$ cat config.mk
export PLATFORM = sky130hd
export DESIGN_NAME = chan_ctrl
export DESIGN_NICKNAME = d
export VERILOG_FILES = /design/src/hw/chan_ctrl_pkg.sv /design/src/hw/chan_if.sv /design/src/hw/chan_path.sv /design/src/hw/chan_ctrl.sv
export SDC_FILE = /design/constraint.sdc
export NUM_CORES = 1
export LEC_CHECK = 0
export BUFFER_PORTS_ARGS = -buffer_cell sky130_fd_sc_hd__clkbuf_2
export CORE_MARGIN = 2
export CORE_UTILIZATION = 55
export DETAILED_ROUTE_END_ITERATION = 8
export PLACE_DENSITY_LB_ADDON = 0.1
export SLEW_MARGIN = 20
export SYNTH_ARGS = -nofsm -noshare
export SYNTH_HDL_FRONTEND = slang
export SYNTH_HIERARCHICAL = 1
export SYNTH_SLANG_ARGS = --single-unit
$ cat constraint.sdc
create_clock -name aclk -period 2.3 [get_ports aclk]
set_clock_uncertainty 0.05 [all_clocks]
set_input_delay 0.69 -clock aclk [delete_from_list [all_inputs] [get_ports aclk]]
set_output_delay 0.69 -clock aclk [all_outputs]
set_load 0.02 [all_outputs]
$ cat src/hw/chan_ctrl_pkg.sv
// Constants for the timer channel enable and polarity control block.
// Assumes a 32-bit AXI4-Lite register bus and four capture/compare channels.
package chan_ctrl_pkg;
   // ----------------------------------------------------------------
   // Register map
   // ----------------------------------------------------------------
   localparam int ADDR_W = 8;
   localparam logic [ADDR_W-1:0] MODE_OFFSET = 8'h18;
   localparam logic [ADDR_W-1:0] STATUS_OFFSET = 8'h1c;
   localparam logic [ADDR_W-1:0] CEP_OFFSET = 8'h20;
   localparam logic [31:0] CEP_RESET = 32'h0000_0000;
   localparam logic [7:0] MODE_RESET = 8'h00;
   // ----------------------------------------------------------------
   // Field layout
   // ----------------------------------------------------------------
   localparam int NUM_CHAN = 4;
   localparam int CHAN_STRIDE = 4;
   localparam int ENABLE_POS = 0;
   localparam int POLARITY_POS = 1;
   localparam int MODE_W = 2;
   localparam int DIV_W = 2;
   localparam int STATUS_OUT_POS = 4;
   localparam logic [31:0] CEP_MASK = 32'h0000_3333;
   // ----------------------------------------------------------------
   // Channel modes and bus answers
   // ----------------------------------------------------------------
   typedef enum logic [1:0] {
      MODE_OUTPUT = 2'b00,
      MODE_INPUT_DIRECT = 2'b01,
      MODE_INPUT_CROSS = 2'b10,
      MODE_INPUT_TRIGGER = 2'b11
   } chan_mode_type;
   localparam logic [1:0] RESP_OKAY = 2'b00;
   localparam logic [1:0] RESP_SLVERR = 2'b10;
endpackage : chan_ctrl_pkg

$ cat src/hw/chan_if.sv
// Signals between the register core and one channel path.
// Assumes all signals are on the aclk domain.
`timescale 1ns/1ps
`default_nettype none
interface chan_if;
   import chan_ctrl_pkg::*;
   logic enable;
   logic polarity;
   logic [MODE_W-1:0] mode;
   logic [DIV_W-1:0] divider;
   logic pin_level;
   logic compare_ref;
   logic out_level;
   logic out_en;
   logic capture;
   logic trig_level;
   modport core (output enable, polarity, mode, divider, pin_level, compare_ref,
      input out_level, out_en, capture, trig_level);
   modport path (input enable, polarity, mode, divider, pin_level, compare_ref,
      output out_level, out_en, capture, trig_level);
endinterface : chan_if
`default_nettype wire

$ cat src/hw/chan_path.sv
// One capture/compare channel: output polarity and gating, input edge
// selection, capture prescaler and capture gating.
// Assumes a synchronised, already filtered input level.
`timescale 1ns/1ps
`default_nettype none
module chan_path (
   input wire logic aclk,
   input wire logic aresetn,
   chan_if.path ch
);
   import chan_ctrl_pkg::*;
   // ----------------------------------------------------------------
   // Decode
   // ----------------------------------------------------------------
   wire logic out_mode = (ch.mode == MODE_OUTPUT);
   wire logic in_mode = !out_mode;
   wire logic pol_in = ch.pin_level ^ ch.polarity;
   logic prev_reg;
   logic [2:0] cnt_reg;
   wire logic active_edge = pol_in && !prev_reg;
   wire logic [2:0] cnt_last = 3'((4'h1 << ch.divider) - 4'h1);
   wire logic psc_hit = (cnt_reg == cnt_last);
   wire logic [2:0] cnt_next = !ch.enable ? 3'h0 :
      !active_edge ? cnt_reg : psc_hit ? 3'h0 : 3'(cnt_reg + 3'h1);
   wire logic out_next = ch.enable && out_mode && (ch.compare_ref ^ ch.polarity);
   wire logic cap_next = ch.enable && in_mode && active_edge && psc_hit;
   // ----------------------------------------------------------------
   // Registers
   // ----------------------------------------------------------------
   always_ff @(posedge aclk) begin
      if (!aresetn) begin
         prev_reg <= 1'b0;
         cnt_reg <= 3'h0;
         ch.out_level <= 1'b0;
         ch.out_en <= 1'b0;
         ch.capture <= 1'b0;
         ch.trig_level <= 1'b0;
      end else begin
         prev_reg <= pol_in;
         cnt_reg <= cnt_next;
         ch.out_level <= out_next;
         ch.out_en <= ch.enable && out_mode;
         ch.capture <= cap_next;
         ch.trig_level <= pol_in;
      end
   end
   // ----------------------------------------------------------------
   // Checks
   // ----------------------------------------------------------------
   out_polarity_a: assert property (@(posedge aclk) disable iff (!aresetn)
      (ch.enable && ch.mode == MODE_OUTPUT) |=> (ch.out_level == ($past(ch.compare_ref) ^
      $past(ch.polarity)))) else $error("output level does not follow polarity");
   disabled_out_a: assert property (@(posedge aclk) disable iff (!aresetn)
      !ch.enable |=> (!ch.out_en && !ch.out_level)) else $error("disabled channel drives");
   capture_gate_a: assert property (@(posedge aclk) disable iff (!aresetn)
      ch.capture |-> $past(ch.enable) && $past(ch.mode) != MODE_OUTPUT)
      else $error("capture without enabled input channel");
   psc_clear_a: assert property (@(posedge aclk) disable iff (!aresetn)
      !ch.enable |=> cnt_reg == 3'h0) else $error("prescaler not cleared");
   input_invert_a: assert property (@(posedge aclk) disable iff (!aresetn)
      ##1 ch.trig_level == ($past(ch.pin_level) ^ $past(ch.polarity)))
      else $error("input inversion wrong");
endmodule : chan_path
`default_nettype wire

$ cat src/hw/chan_ctrl.sv
// Channel enable and polarity control with an AXI4-Lite register slave.
// Assumes channel pins are asynchronous; compare references are on aclk.
`timescale 1ns/1ps
`default_nettype none
module chan_ctrl (
   input wire logic aclk,
   input wire logic aresetn,
   input wire logic [chan_ctrl_pkg::ADDR_W-1:0] awaddr,
   input wire logic awvalid,
   output logic awready,
   input wire logic [31:0] wdata,
   input wire logic [3:0] wstrb,
   input wire logic wvalid,
   output logic wready,
   output logic [1:0] bresp,
   output logic bvalid,
   input wire logic bready,
   input wire logic [chan_ctrl_pkg::ADDR_W-1:0] araddr,
   input wire logic arvalid,
   output logic arready,
   output logic [31:0] rdata,
   output logic [1:0] rresp,
   output logic rvalid,
   input wire logic rready,
   input wire logic [chan_ctrl_pkg::NUM_CHAN-1:0] chan_input,
   input wire logic [chan_ctrl_pkg::NUM_CHAN-1:0] compare_ref,
   input wire logic [chan_ctrl_pkg::NUM_CHAN*chan_ctrl_pkg::DIV_W-1:0] chan_capture_divider,
   output logic [chan_ctrl_pkg::NUM_CHAN-1:0] chan_output,
   output logic [chan_ctrl_pkg::NUM_CHAN-1:0] chan_output_en,
   output logic [chan_ctrl_pkg::NUM_CHAN-1:0] capture_event,
   output logic [chan_ctrl_pkg::NUM_CHAN-1:0] trigger_level
);
   import chan_ctrl_pkg::*;
   // ----------------------------------------------------------------
   // Storage
   // ----------------------------------------------------------------
   logic [31:0] channel_enable_polarity_reg;
   logic [7:0] mode_reg;
   logic [NUM_CHAN-1:0] sync1_reg;
   logic [NUM_CHAN-1:0] sync2_reg;
   logic [ADDR_W-1:0] waddr_reg;
   logic [31:0] wdata_reg;
   logic [3:0] wstrb_reg;
   logic aw_have_reg;
   logic w_have_reg;
   logic [NUM_CHAN-1:0] enable_vec;
   logic [NUM_CHAN-1:0] out_vec;
   logic [7:0] mode_next;
   // ----------------------------------------------------------------
   // Write decode
   // ----------------------------------------------------------------
   wire logic do_write = aw_have_reg && w_have_reg && !bvalid;
   wire logic wr_cep = (waddr_reg == CEP_OFFSET);
   wire logic wr_mode = (waddr_reg == MODE_OFFSET);
   wire logic wr_known = wr_cep || wr_mode || (waddr_reg == STATUS_OFFSET);
   wire logic [31:0] strb_mask = {{8{wstrb_reg[3]}}, {8{wstrb_reg[2]}},
      {8{wstrb_reg[1]}}, {8{wstrb_reg[0]}}};
   wire logic [31:0] cep_merged = ((wdata_reg & strb_mask) |
      (channel_enable_polarity_reg & ~strb_mask)) & CEP_MASK;
   wire logic [7:0] mode_merged = (wdata_reg[7:0] & strb_mask[7:0]) |
      (mode_reg & ~strb_mask[7:0]);
   // ----------------------------------------------------------------
   // Read decode
   // ----------------------------------------------------------------
   wire logic [31:0] status_word = {24'h0, out_vec, trigger_level};
   wire logic rd_known = (araddr == CEP_OFFSET) || (araddr == MODE_OFFSET) ||
      (araddr == STATUS_OFFSET);
   wire logic [31:0] rd_word = (araddr == CEP_OFFSET) ? channel_enable_polarity_reg :
      (araddr == MODE_OFFSET) ? {24'h0, mode_reg} :
      (araddr == STATUS_OFFSET) ? status_word : 32'h0;
   // ----------------------------------------------------------------
   // Channels
   // ----------------------------------------------------------------
   for (genvar i = 0; i < NUM_CHAN; i++) begin : g_chan
      chan_if ch ();
      assign ch.enable = channel_enable_polarity_reg[i*CHAN_STRIDE+ENABLE_POS];
      assign ch.polarity = channel_enable_polarity_reg[i*CHAN_STRIDE+POLARITY_POS];
      assign ch.mode = mode_reg[i*MODE_W +: MODE_W];
      assign ch.divider = chan_capture_divider[i*DIV_W +: DIV_W];
      assign ch.pin_level = sync2_reg[i];
      assign ch.compare_ref = compare_ref[i];
      assign enable_vec[i] = ch.enable;
      assign out_vec[i] = ch.out_level;
      assign chan_output[i] = ch.out_level;
      assign chan_output_en[i] = ch.out_en;
      assign capture_event[i] = ch.capture;
      assign trigger_level[i] = ch.trig_level;
      assign mode_next[i*MODE_W +: MODE_W] = (wr_mode && !enable_vec[i]) ?
         mode_merged[i*MODE_W +: MODE_W] : mode_reg[i*MODE_W +: MODE_W];
      chan_path u_path (
         .aclk(aclk),
         .aresetn(aresetn),
         .ch(ch.path)
      );
   end
   // ----------------------------------------------------------------
   // Pin synchroniser
   // ----------------------------------------------------------------
   always_ff @(posedge aclk) begin
      if (!aresetn) begin
         sync1_reg <= '0;
         sync2_reg <= '0;
      end else begin
         sync1_reg <= chan_input;
         sync2_reg <= sync1_reg;
      end
   end
   // ----------------------------------------------------------------
   // Write channel
   // ----------------------------------------------------------------
   always_ff @(posedge aclk) begin
      if (!aresetn) begin
         awready <= 1'b1;
         wready <= 1'b1;
         aw_have_reg <= 1'b0;
         w_have_reg <= 1'b0;
         waddr_reg <= '0;
         wdata_reg <= 32'h0;
         wstrb_reg <= 4'h0;
         bvalid <= 1'b0;
         bresp <= RESP_OKAY;
      end else begin
         if (awvalid && awready) begin
            awready <= 1'b0;
            aw_have_reg <= 1'b1;
            waddr_reg <= awaddr;
         end
         if (wvalid && wready) begin
            wready <= 1'b0;
            w_have_reg <= 1'b1;
            wdata_reg <= wdata;
            wstrb_reg <= wstrb;
         end
         if (do_write) begin
            aw_have_reg <= 1'b0;
            w_have_reg <= 1'b0;
            bvalid <= 1'b1;
            bresp <= wr_known ? RESP_OKAY : RESP_SLVERR;
         end
         if (bvalid && bready) begin
            bvalid <= 1'b0;
            awready <= 1'b1;
            wready <= 1'b1;
         end
      end
   end
   // ----------------------------------------------------------------
   // Registers
   // ----------------------------------------------------------------
   always_ff @(posedge aclk) begin
      if (!aresetn) begin
         channel_enable_polarity_reg <= CEP_RESET;
         mode_reg <= MODE_RESET;
      end else if (do_write) begin
         if (wr_cep) begin
            channel_enable_polarity_reg <= cep_merged;
         end
         mode_reg <= mode_next;
      end
   end
   // ----------------------------------------------------------------
   // Read channel
   // ----------------------------------------------------------------
   always_ff @(posedge aclk) begin
      if (!aresetn) begin
         arready <= 1'b1;
         rvalid <= 1'b0;
         rdata <= 32'h0;
         rresp <= RESP_OKAY;
      end else if (arvalid && arready) begin
         arready <= 1'b0;
         rvalid <= 1'b1;
         rdata <= rd_word;
         rresp <= rd_known ? RESP_OKAY : RESP_SLVERR;
      end else if (rvalid && rready) begin
         rvalid <= 1'b0;
         arready <= 1'b1;
      end
   end
   // ----------------------------------------------------------------
   // Checks
   // ----------------------------------------------------------------
   write_resp_a: assert property (@(posedge aclk) disable iff (!aresetn)
      (do_write && wr_known) |=> bvalid && bresp == RESP_OKAY)
      else $error("write answer missing");
   write_err_a: assert property (@(posedge aclk) disable iff (!aresetn)
      (do_write && !wr_known) |=> bvalid && bresp == RESP_SLVERR)
      else $error("unmapped write not refused");
   read_resp_a: assert property (@(posedge aclk) disable iff (!aresetn)
      (arvalid && arready) |=> rvalid && !arready) else $error("read answer missing");
   mode_lock_a: assert property (@(posedge aclk) disable iff (!aresetn)
      (do_write && wr_mode && enable_vec[0]) |=> mode_reg[1:0] == $past(mode_reg[1:0]))
      else $error("mode changed while enabled");
   reserved_zero_a: assert property (@(posedge aclk) disable iff (!aresetn)
      (channel_enable_polarity_reg & ~CEP_MASK) == 32'h0) else $error("reserved bit set");
   ready_hold_a: assert property (@(posedge aclk) disable iff (!aresetn)
      bvalid |-> !awready && !wready) else $error("write taken while answer pending");
   read_err_a: assert property (@(posedge aclk) disable iff (!aresetn)
      (arvalid && arready && !rd_known) |=> rvalid && rresp == RESP_SLVERR && rdata == 32'h0)
      else $error("unmapped read not refused");
   cep_read_a: assert property (@(posedge aclk) disable iff (!aresetn)
      (arvalid && arready && araddr == CEP_OFFSET) |=>
      rdata == $past(channel_enable_polarity_reg)) else $error("register read wrong");
   mode_take_a: assert property (@(posedge aclk) disable iff (!aresetn)
      (do_write && wr_mode && !enable_vec[0]) |=> mode_reg[1:0] == $past(mode_merged[1:0]))
      else $error("mode write lost while disabled");
   strobe_keep_a: assert property (@(posedge aclk) disable iff (!aresetn)
      (do_write && wr_cep && !wstrb_reg[1]) |=>
      channel_enable_polarity_reg[15:8] == $past(channel_enable_polarity_reg[15:8]))
      else $error("masked byte lane written");
endmodule : chan_ctrl
`default_nettype wire

# Yosys cells after proc, flatten, opt, wreduce, memory -nomap -nowiden
# Cells that the tools add are included.
[op_classes]
n_bitwise = 17
n_eq_ne = 10
n_shift = 4
n_mux = 13
n_reduce_logical = 68
addsub = 8
[op_table]
columns = ["op", "count"]
rows = [
  ["$logic_and 1x1->1", 35],
  ["$eq 8x5->1 const B", 4],
  ["$and 14x14->14", 2],
  ["$reduce_and 2->1", 9],
  ["$and 8x8->8", 2],
  ["$eq 8x6->1 const B", 2],
  ["$mux 8", 2],
  ["$mux 14", 1],
  ["$not 14->14", 1],
  ["$or 14x14->14", 1],
  ["$logic_not 1->1", 13],
  ["$add 3x1->3 const B", 4],
  ["$eq 3x3->1", 4],
  ["$mux 3", 4],
  ["$shl 1x2->3 const A", 4],
  ["$sub 3x1->3 const B", 4],
  ["$logic_not 2->1", 4],
  ["$not 8->8", 1],
  ["$or 8x8->8", 1],
  ["$xor 1x1->1", 8],
  ["$logic_or 1x1->1", 4],
  ["$mux 1", 4],
  ["$mux 2", 2],
  ["$reduce_or 2->1", 2],
  ["other kinds (2)", 2],
]
[totals]
out_inout_bits = 57
input_bits = 75
reg_bits = 119
elab_cells = 160

# Depth between registers and ports, before layout
[depth]
ltp_word = 5
mapped_depth = 5
mapped_depth_nobuf = 4

# By module
# Netlist, hierarchy kept.
[by_module_without_submodules]
columns = ["module", "seq_area_each_um2", "area_per_inst_um2", "n_inst", "cells_per_inst"]
rows = [
  ["chan_ctrl", 1341.3, 2957.8, 1, 333],
  ["chan_path", 140.1, 335.3, 4, 34],
]

# Worst setup path before layout
# OpenSTA, ideal clock, no wires.
[synth_path]
path_type = "in2reg"
startpoint = "input araddr[2] in the netlist's numbering"
endpoint = "register rresp[1]"
path_stages = 5
t_arrival_ns = 1.540
path_slack_ns = 0.594
setup_time_ns = 0.116
n_path_buf = 1
required_time_ns = 2.134
path_cell_list = "buf_4 -> nor4b_4 -> inv_1 -> a21oi_1 -> nor2_1"
[synth_between]
elab_chain_len = 4
elab_cells_between_ends = 6
cone_classes = "3 x eq/ne; 1 x mux; 2 x reduce/logical"
[synth_rtl]
columns = ["element", "line_no", "text"]
rows = [
  ["start: declaration", "chan_ctrl.sv:18", "input wire logic [chan_ctrl_pkg::ADDR_W-1:0] araddr,"],
  ["$eq 8x6->1 / $eq 8x5->1 (equally long branches)", "chan_ctrl.sv:66", "wire logic rd_known = (araddr == CEP_OFFSET) || (araddr == MODE_OFFSET) ||"],
  ["$logic_or 1x1->1", "chan_ctrl.sv:66", ""],
  ["$logic_or 1x1->1 *", "chan_ctrl.sv:66", ""],
  ["$mux 2 *", "chan_ctrl.sv:174", "rresp <= rd_known ? RESP_OKAY : RESP_SLVERR;"],
  ["end signal: assignment", "chan_ctrl.sv:174", ""],
  ["end: declaration", "chan_ctrl.sv:22", "output logic [1:0] rresp,"],
]
# Mark *: on every way between the ends. The rest lies on a longest branch, timed or not.
# A chain may end at the register's enable or synchronous reset.

==> impl_results.md <==
- Initial Util: 0.562
- Status: complete, no violations
- P&R area growth vs syn: 13.7%
- Nets: slightly above 600
- Post-synth top flop: dfxtp_1
- Chip Width: 92.4 µm
- Cts-stage hold buffer count: 0
- Crit path cell chain: clkbuf_2
- Critical Path End Type: primary output
- Fmax: 539 MHz
- Largest net degree at the start of global routing: 27
- CTS Root Cell: clkbuf_8
- Worst Path Max Fanout: 9
- Final period utilization: 0.807
- Minimum clock period: between 1500 and 2000 ps
- Initial antenna violation count: 0
- RD Place Congestion: around 0.76
- Seq/Total Area, Yosys: 0.442
- Number of synthesized flops with an enable pin: 0
- Finished Layout Cells: 649
- Slew at the pin closest to its max-slew limit: 570 ps
- Yosys top cell area share: 0.442
- Detail Route met3 WL: 455 µm
- CP Launch Type: flip-flop
- Worst EP required: around 1600 ps
- Asr flop ratio synth: 0
- Flop-to-flop setup slack: 710 ps
- Core area: 0.00765 mm²
- Cell taking the most area after synthesis: dfxtp_1
- Worst-Skew Late Latency: between 300 and 400 ps
- # DRC: 0
- CTS tree: done
- Layout cell share with drive strength beyond 1: 0.218
- DRT Pass-1 Iters: 4
- Pins over their slew limit: 0
- Synth Area per Inst: 9.17 µm²
- Max stage delay on crit path: 520 ps
- Critical path's slowest cell: dfxtp_1
- Worst setup path category: flip-flop to primary output
- CTS Sinks: 95
- Synth warnings: 6
- Clk buf depth: 2
- Pleak: between 0.002 and 0.0025 µW
- Met1 Wirelength: 4.09 mm
- Setup tns final: 0 ps
- Power density over cell area: 678 mW/mm²
- DRT iter0 DRCs: 98
- Hpwl dp: 6.39 mm
- Library cells used by synthesis: 43
- Via count: 3422
- Die ar.: 0.00854 mm²
- Total gr overflow: 0
- Cts repair resizes: 0
- Ant. Diodes: 0
- Detail Route Antenna Nets: 0
- Top delay family on crit path: flip-flops
- Worst EP arrival: 1120 ps
- Top layer in use: met4
- Commonest non-fill, non-tap cell in the layout: dfxtp_1
- DR WL met2: 4.02 mm
- FP Rows: 32
- Min-delay worst type: flip-flop to flip-flop
- H-Tree Depth: 3
- Global-route wire length before repair: 14.1 mm
- Vias per cell: between 5 and 6
- Peak VDD IR: 0.000371 V
- Worst slew margin: 0.618
- Overall global routing resource usage: 0.205
- Cell Count Post-Placement: between 600 and 700
- Fin. Hold Viols: 0
- Die height: about 92 µm
- Synth Instances: approximately 470
- Synth area leaders: dfxtp_1 44%, nand2_1 6.9%, buf_4 6.8%, mux2i_1 5.6%, a21boi_0 4.4%
- Most frequent cells in the layout: 95 x dfxtp_1, 87 x clkbuf_2, 79 x nand2_1, 25 x a21boi_0, 24 x mux2i_1
- Max-cap violations: 0
- DR WL/cell: 13.3 µm
- Crit path buf inv count: 1
- Via count of the first global-routing pass: 3012
- Final worst slack: between 400 and 500 ps
- FF+latch count, synth: 95
- Cts bufs inserted: 9
- Cell area after synthesis: 0.00430 mm²
- Unrepaired setup endpoints after global routing: false
- I/O Buffers: 87
- Final setup fails: 0
- Ports: 132
- Reg clk slew, reported paths: roughly 90 ps
- Post-Route WL: 8.65 mm
- Setup WS pre-CTS: approximately 380 ps
- Setup Fix Bufs, Post-CTS: 0
synth_stat cells (2+ instances only):
cell type	number
nor2_1	18
and2_1	19
o31ai_1	8
mux2i_1	24
nor4_1	9
xnor2_1	8
a311o_1	4
inv_1	7
nand3_1	17
or3_1	4
a221oi_1	8
ha_1	4
nand2_1	79
nor3_1	8
buf_2	2
buf_4	39
a211oi_1	4
a21o_1	4
dfxtp_1	95
nor2b_1	4
a221oi_2	4
clkbuf_1	12
o21ai_0	18
and3_1	4
a21boi_0	25
xor2_1	4
a21oi_1	7
a32oi_1	4
nand3b_1	6
nor4bb_1	4
or4_1	4
stage by stage:
| stage | hold WS (ps) | instance area (µm²) | total power [µW] | utilization |
|---|---|---|---|---|
| floorplan | 362 | 4380 | 1950 | - |
| global placement | 365 | 4640 | 2020 | 0.607 |
| detailed placement | 367 | 4640 | 2030 | 0.607 |
| CTS | 386 | 4890 | 3340 | 0.639 |
| global route | 401 | 4890 | 3450 | 0.639 |
| finish | 385 | 4890 | 3320 | 0.639 |
worst paths after layout:
check | startpoint | to | cells past startpoint
max | g_chan[2].u_path/prev_reg | trigger_level[2] | 1
min | sync1_reg[3] | sync2_reg[3] | 1
min reg2reg | sync1_reg[3] | sync2_reg[3] | 1
max reg2reg | g_chan[1].u_path/cnt_reg[1] | g_chan[1].u_path/cnt_reg[2] | 4
area by class of cell:
type | count | area, µm²
Fill cell | 677 | 2760
Multi-Input combinational cell | 334 | 2090
Sequential cell | 95 | 1900
Timing Repair Buffer | 95 | 495
Clock buffer | 11 | 141
Tap cell | 102 | 128
Clock inverter | 5 | 104
Inverter | 7 | 26.3
cells by family after synthesis:
logic type | count (synthesis) | share of synthesized area
AOI/OAI and AO/OA | 87 | 0.150
xor gates and xnor gates | 12 | 0.0244
adders and majority gates | 4 | 0.0116
buffers and inverters | 61 | 0.0896
DFF | 95 | 0.442
muxes | 24 | 0.0559
other | 1 | 0.000872
and+or+nand+nor | 185 | 0.225
report_power, final:
part / leakage, µW / switching (µW) / internal, µW
combinational: 0.00111 / 170 / 102
sequential: 0.000773 / 29.1 / 1690
clock: 0.000124 / 574 / 755
routing by layer:
| metal | vias to the layer above | GRT usage |
|---|---|---|
| li1 | 1745 | - |
| met1 | 1581 | 0.257 |
| met2 | 86 | 0.349 |
| met3 | 10 | 0.0496 |
| met4 | 0 | 0.0622 |
| met5 | - | 0 |
Power figures use the tool's default switching activity.
